**src/common/ddc_pkg.sv**
```systemverilog
// shared constants and carrier types for the dual dac decay control block
package ddc_pkg;
   localparam int DDC_DATA_W = 8;
   localparam int DDC_MAG_W = 7;
   localparam int DDC_LVL_W = 3;
   localparam int DDC_SYNC_STAGES = 3;
   localparam int DDC_TOP_BIT = 7;
   localparam int DDC_LVL_MSB = 6;
   localparam int DDC_LVL_LSB = 4;
   localparam logic [6:0] DDC_MAG_RST = 7'h00;
   localparam logic [2:0] DDC_LVL_RST = 3'h0;
   localparam logic DDC_DIR_RST = 1'b0;
   localparam logic DDC_DECAY_N_RST = 1'b0;

   typedef struct packed {
      logic [7:0] data;
      logic channel_select;
      logic register_kind_select;
   } ddc_wr_t;

   typedef struct packed {
      logic [6:0] magnitude;
      logic direction;
      logic fast_decay_n;
      logic [2:0] threshold;
   } ddc_chan_t;
endpackage

```
**src/rtl/ddc_sync.sv**
```systemverilog
// three-stage synchroniser for asynchronous pin inputs with agree-to-change filter
`timescale 1ns/1ps
module ddc_sync
   import ddc_pkg::*;
#(
   parameter int WIDTH = 1,
   parameter logic [WIDTH-1:0] RST_VAL = '0
) (
   input wire logic clk,
   input wire logic rst_n,
   input wire logic [WIDTH-1:0] pin,
   output logic [WIDTH-1:0] level
);
   logic [WIDTH-1:0] s1_q;
   logic [WIDTH-1:0] s2_q;
   logic [WIDTH-1:0] s3_q;

   always_ff @(posedge clk) begin
      if (!rst_n) begin
         s1_q <= RST_VAL;
         s2_q <= RST_VAL;
         s3_q <= RST_VAL;
      end else begin
         s1_q <= pin;
         s2_q <= s1_q;
         s3_q <= s2_q;
      end
   end

   // a bit moves only once stages two and three agree, masking one-cycle glitches
   genvar i;
   generate
      for (i = 0; i < WIDTH; i++) begin : g_bit
         always_ff @(posedge clk) begin
            if (!rst_n) begin
               level[i] <= RST_VAL[i];
            end else if (s2_q[i] == s3_q[i]) begin
               level[i] <= s3_q[i];
            end
         end
      end
   endgenerate
endmodule

```
**src/rtl/ddc_top.sv**
```systemverilog
// dual channel data/decay-level register file with fast-decay comparator
//
// Contract
// - byte is captured into the selected register on the write strobe rising edge
// - channel_select low picks channel one, high picks channel two
// - register_kind_select low picks data register, high picks decay-level register
// - chip select is active low; while high no register changes
// - data write copies top data bit, uninverted, to that channel's direction output
// - fast-decay output is active low: low fast decay, high slow decay
// - fast decay only if new value below both old value and threshold
// - fast-decay flip-flop updates on data writes only, never on level writes
// - the decay level offers eight selectable thresholds
// - each channel holds a 7-bit magnitude code with 128 levels
// - four registers, two per channel, eight data bits, strobe and chip select
// - high reset input clears all registers; it defaults inactive
// - level register holds data bits six to four, compared with magnitude top bits
// - power-up clears every flip-flop except the chip-select synchroniser bits, which reset high; all outputs start low
`timescale 1ns/1ps
module ddc_top
   import ddc_pkg::*;
(
   input wire logic clk,
   input wire logic rst_n,
   input wire logic reset_pin,
   input wire logic [7:0] data_in,
   input wire logic channel_select,
   input wire logic register_kind_select,
   input wire logic chip_select_n,
   input wire logic write_strobe,
   output logic direction_ch1,
   output logic direction_ch2,
   output logic fast_decay_n_ch1,
   output logic fast_decay_n_ch2,
   output logic [6:0] analog_out_ch1,
   output logic [6:0] analog_out_ch2,
   output logic [2:0] decay_threshold_ch1,
   output logic [2:0] decay_threshold_ch2
);
   localparam int SYNC_W = DDC_DATA_W + 4;
   localparam logic [SYNC_W-1:0] SYNC_RST = {{DDC_DATA_W{1'b0}}, 1'b0, 1'b0, 1'b1, 1'b0};

   logic [SYNC_W-1:0] pins_s;
   logic [7:0] data_s;
   logic chan_s;
   logic kind_s;
   logic cs_n_s;
   logic wr_s;
   logic wr_prev_q;
   logic reset_s;
   logic clear;
   logic wr_rise;
   ddc_wr_t wr;
   // one array per field, so each element has exactly one driving process
   logic [DDC_MAG_W-1:0] mag_q [2];
   logic dir_q [2];
   logic fast_n_q [2];
   logic [DDC_LVL_W-1:0] thr_q [2];
   // read-only view of each channel, assembled from the field registers
   ddc_chan_t ch [2];

   // all host pins are asynchronous to clk; chip select resets high so nothing is selected
   ddc_sync #(.WIDTH(SYNC_W), .RST_VAL(SYNC_RST)) u_sync_bus (
      .clk(clk),
      .rst_n(rst_n),
      .pin({data_in, channel_select, register_kind_select, chip_select_n, write_strobe}),
      .level(pins_s)
   );

   ddc_sync #(.WIDTH(1), .RST_VAL(1'b0)) u_sync_rst (
      .clk(clk),
      .rst_n(rst_n),
      .pin(reset_pin),
      .level(reset_s)
   );

   assign data_s = pins_s[SYNC_W-1:4];
   assign chan_s = pins_s[3];
   assign kind_s = pins_s[2];
   assign cs_n_s = pins_s[1];
   assign wr_s = pins_s[0];

   // rst_n stands in for power-on reset; reset pin is an extra high-active clear
   assign clear = reset_s;

   always_ff @(posedge clk) begin
      if (!rst_n) begin
         wr_prev_q <= 1'b0;
      end else begin
         wr_prev_q <= wr_s;
      end
   end

   // data and select are the synchronised copies sampled alongside the strobe edge,
   // so they must be stable around the rising edge as the host bus timing implies
   assign wr_rise = wr_s && !wr_prev_q && !cs_n_s;
   assign wr.data = data_s;
   assign wr.channel_select = chan_s;
   assign wr.register_kind_select = kind_s;

   genvar c;
   generate
      for (c = 0; c < 2; c++) begin : g_chan
         logic hit;
         logic hit_data;
         logic hit_lvl;
         logic [6:0] new_mag;
         logic [2:0] new_top;
         logic below_old;
         logic below_lvl;

         // channel index compared as a single bit; only two channels exist
         assign hit = wr_rise && (wr.channel_select == 1'(c));

         // register kind splits the channel hit into data and level writes
         assign hit_data = hit && !wr.register_kind_select;
         assign hit_lvl = hit && wr.register_kind_select;

         // magnitude excludes the sign bit; level field is the top three of those
         assign new_mag = wr.data[DDC_MAG_W-1:0];
         assign new_top = wr.data[DDC_LVL_MSB:DDC_LVL_LSB];

         // both tests are strict: equal values keep slow decay
         assign below_old = new_mag < mag_q[c];
         assign below_lvl = new_top < thr_q[c];

         // magnitude register feeds the converter input directly
         always_ff @(posedge clk) begin
            if (!rst_n || clear) begin
               mag_q[c] <= DDC_MAG_RST;
            end else if (hit_data) begin
               mag_q[c] <= new_mag;
            end
         end

         // sign follows the top data bit of every data write, never inverted
         always_ff @(posedge clk) begin
            if (!rst_n || clear) begin
               dir_q[c] <= DDC_DIR_RST;
            end else if (hit_data) begin
               dir_q[c] <= wr.data[DDC_TOP_BIT];
            end
         end

         // comparison uses the old magnitude, so it must sample before the data reg updates
         always_ff @(posedge clk) begin
            if (!rst_n || clear) begin
               fast_n_q[c] <= DDC_DECAY_N_RST;
            end else if (hit_data) begin
               fast_n_q[c] <= !(below_old && below_lvl);
            end
         end

         // three bits give eight thresholds; a level write leaves the decay flag alone
         always_ff @(posedge clk) begin
            if (!rst_n || clear) begin
               thr_q[c] <= DDC_LVL_RST;
            end else if (hit_lvl) begin
               thr_q[c] <= new_top;
            end
         end

         // gather the fields so the output mapping below reads per channel
         assign ch[c].magnitude = mag_q[c];
         assign ch[c].direction = dir_q[c];
         assign ch[c].fast_decay_n = fast_n_q[c];
         assign ch[c].threshold = thr_q[c];
      end
   endgenerate

   // every output is a flip-flop value; no logic sits between register and pin
   assign direction_ch1 = ch[0].direction;
   assign direction_ch2 = ch[1].direction;
   assign fast_decay_n_ch1 = ch[0].fast_decay_n;
   assign fast_decay_n_ch2 = ch[1].fast_decay_n;
   assign analog_out_ch1 = ch[0].magnitude;
   assign analog_out_ch2 = ch[1].magnitude;
   assign decay_threshold_ch1 = ch[0].threshold;
   assign decay_threshold_ch2 = ch[1].threshold;
endmodule

```
**config.mk**
```make
export PLATFORM = sky130hd
export DESIGN_NAME = ddc_top
export DESIGN_NICKNAME = d
export VERILOG_FILES = /design/src/common/ddc_pkg.sv /design/src/rtl/ddc_sync.sv /design/src/rtl/ddc_top.sv
export SDC_FILE = /design/constraint.sdc
export NUM_CORES = 1
export LEC_CHECK = 0
export ABC_AREA = 1
export BUFFER_PORTS_ARGS = -buffer_cell sky130_fd_sc_hd__buf_2
export CAP_MARGIN = 40
export CORE_ASPECT_RATIO = 1.75
export CORE_MARGIN = 4
export CORE_UTILIZATION = 30
export DETAILED_ROUTE_END_ITERATION = 10
export PLACE_DENSITY_LB_ADDON = 0.08
export SKIP_LAST_GASP = 1
export SLEW_MARGIN = 20
export SYNTH_ARGS = -nofsm -noshare
export SYNTH_HDL_FRONTEND = slang
export SYNTH_SLANG_ARGS = --single-unit
```
**constraint.sdc**
```tcl
create_clock -name clk -period 1.2 [get_ports clk]
set_input_delay 0.06 -clock clk [delete_from_list [all_inputs] [get_ports clk]]
set_output_delay 0.06 -clock clk [all_outputs]
set_load 0.02 [all_outputs]
```
==> impl_metrics.py <==
metrics = {
    "die": {
        "fp.dieW_um": 83.3,
        "start_util_pct": 31.0,
        "io_pins": 39,
        "die-area_sq_um": 11600,
        "placementRows": 47,
        "core_sq_um": 9590,
        "dieHeight_um": 140,
    },
    "drt": {
        "drtAntennaViolNets": 0,
        "firstDrtPassIters": 5,
        "wire_per_inst_um": 10.7,
        "vias": 2250,
        "first_iter_violations": 62,
        "drt-vias-per-instance": 4.08,
        "routed_wl_mm": 5.92,
        "route.detailed.drc": 0,
    },
    "synth": {
        "ys_ff_latch": 77,
        "syn_nets": 365,
        "syn-instance-count": 334,
        "mappedNetlistArea_sq_um": 2980,
        "syn_avg_cell_area_sq_um": 8.91,
        "yosysUniqueCellTypes": 17,
        "yosysSeqAreaShare_pct": 59.9,
        "yosys_warnings": 0,
    },
    "cts": {
        "cts.htree.levels": 3,
        "cts_buffers": 9,
        "cts_root_buf": "clkbuf_16",
        "cts_tree": "done",
        "clk_pin_slew_ns": 0.05,
        "clock_latency_ns": 0.33,
        "clock-sinks": 77,
        "cts.path.max_buffers": 2,
    },
    "critical_path": {
        "cp-end-kind": "flop",
        "startpoint": "mag_q[1][1]",
        "path_buf_inv": 3,
        "r2r_slack_ns": -0.18,
        "cp_max_fo": 2,
        "crit_chain": "inv_1 -> ha_1 -> nand2_1 -> inv_1 -> nand2_1 -> nand2_2 -> nand2_1 -> nand3_1 -> nand2_1 -> inv_1",
        "slowest_stage": "edfxtp_1",
        "cp.required_ns": 1.29,
        "cp.arrival_ns": 1.48,
        "crit_family": "flip-flops",
        "critPathMostFrequentCell": "nand2_1",
        "ff2ff_path_depth": 10,
        "r2r_end": "fast_n_q[1]",
        "cpPeakStageDelay_ns": 0.40,
        "worstSetupEndpoint": "fast_n_q[1]",
        "criticalPathCategory": "flop to flop",
        "worstSetupStartpointType": "flop",
        "path_depth": 10,
        "worstReg2RegStart": "mag_q[1][1]",
    },
    "sta": {
        "maxSlewHeadroom_pct": 70.6,
        "tns_ns": -3.55,
        "fmax_mhz": 722,
        "worstMarginPinSlew_ns": 0.440,
        "clock_skew_ns": 0.00686,
        "rsz0062_at_grt": "true",
        "layout_min_cycle_time_ns": 1.38,
        "fin_ws_ns": -0.185,
        "setup_viol": 50,
        "drv_slew": 0,
        "finalHoldViolCount": 0,
        "fin_crit_sh_pct": 115,
    },
    "power": {
        "p_leak_nw": 2.06,
        "power.density_nw_per_um2": 1360,
        "ir_drop_mv": 0.811,
        "p_total_mw": 5.67,
    },
    "placement": {
        "dpl.hpwl_mm": 4.21,
        "gp_congestion": 0.754,
        "portBuffers": 38,
    },
    "global_routing": {
        "grt_pass1_vias": 2230,
        "grt_use_total_pct": 11.4,
        "grt_overflow": 0,
        "grt_max_degree": 49,
        "antenna_found_initial": 0,
        "grt_pass1_wl_mm": 10.4,
    },
    "worst_hold_path": {
        "hold_path_depth": 4,
        "hp-class": "primary input to flop",
    },
    "layout": {
        "final_common_cell": "inv_1",
        "nNetsFinal": 455,
        "drive_above_1_share_pct": 30.1,
        "diodes": 0,
        "layout_common_cells": "inv_1, nand2_1, dfxtp_1",
        "area_growth_pct": 40.5,
    },
    "run": {
        "cap_violations": 0,
    },
    "run_status": {
        "status": "complete, but fails checks",
        "violations": "setup timing",
    },
}
[stage by stage]
step,setup WS [ns],instances,hold slack (ns),cell area [sq um],util (%)
global placement,-0.231,517,0.242,3530,36.8
floorplan,-0.200,334,0.158,2980,-
CTS,-0.191,549,0.0681,4080,42.5
detailed placement,-0.255,517,0.244,3530,36.8
finish,-0.185,551,0.0718,4180,43.6
global route,-0.317,551,0.0855,4180,43.6
[report_power, final]
part	internal (mW)	switching [mW]
Clock	1.57	0.966
Sequential	2.76	0.0353
Combinational	0.156	0.181
[worst min-delay path, cell delays in order]
cell	delay (ns)
buf_2	0.11
inv_2	0.10
a21oi_1	0.05
nand2_1	0.06
[metal layers]
layer / track usage [%] / share of wire [%]
met5: 0 / 0
met4: 6.80 / 3.1
met3: 3.43 / 4.5
met2: 19.4 / 51
met1: 12.4 / 41
[state kept, by name, indices dropped and copies added (netlist names), 2 cells and up]
| name | cells |
|---|---|
| thr_q | 6 |
| fast_n_q | 2 |
| dir_q | 2 |
| u_sync_bus.s3_q | 12 |
| u_sync_bus.s1_q | 12 |
| mag_q | 14 |
| u_sync_bus.level | 12 |
| u_sync_bus.s2_q | 12 |
[cells in the mapped netlist]
cell type,number,area share (%)
inv_1,76,9.6
nand2_1,72,9.1
dfxtp_1,53,36
nor2_1,37,4.7
edfxtp_1,24,24
a21oi_1,19,3.2
ha_1,16,6.7
o21ai_0,12,2.0
nand3_1,6,1.0
inv_2,4,0.50
buf_2,3,0.50
nor2_2,3,0.63
or2_2,3,0.63
clkbuf_1,2,0.25
nand4_1,2,0.42
nor3b_4,1,0.63
o21bai_1,1,0.25
[cells by family (layout without fill, tap and decap cells)]
family,after synthesis,after routing,synth area share (%)
simple gates,124,125,17.1
buf+inv,85,179,10.8
fa+ha+maj,16,16,6.73
flops,77,77,59.9
compound gates,32,32,5.47
[area by class of cell]
cell class | count | area [sq um]
fillers | 968 | 5410
flip-flops and latches | 77 | 1790
multi-input cells | 173 | 1050
repair buffers | 83 | 593
inverters | 80 | 305
clock buffers | 15 | 278
well taps | 122 | 153
clock inverters | 1 | 5.00
[how the worst min path moves through the flow]
stage                     slack [ns]    startpoint                  end
after floorplan                 0.16  write_strobe   u_sync_bus.s1_q[0]
after global placement          0.24     reset_pin      u_sync_rst.s1_q
after detailed placement        0.24     reset_pin      u_sync_rst.s1_q
after CTS                       0.07         rst_n  u_sync_bus.level[1]
after global routing            0.09         rst_n   u_sync_bus.s2_q[1]
final                           0.07         rst_n  u_sync_bus.level[1]
[repair_timing]
item,CTS,global route
pin swaps,11,10
resized for setup,28,24
cloned,1,0
buffers inserted,2,5
endpoints found under the hold margin,13,0
endpoints found under the setup margin,43,50
hold buffers,13,0
Power figures use the tool's default switching activity.
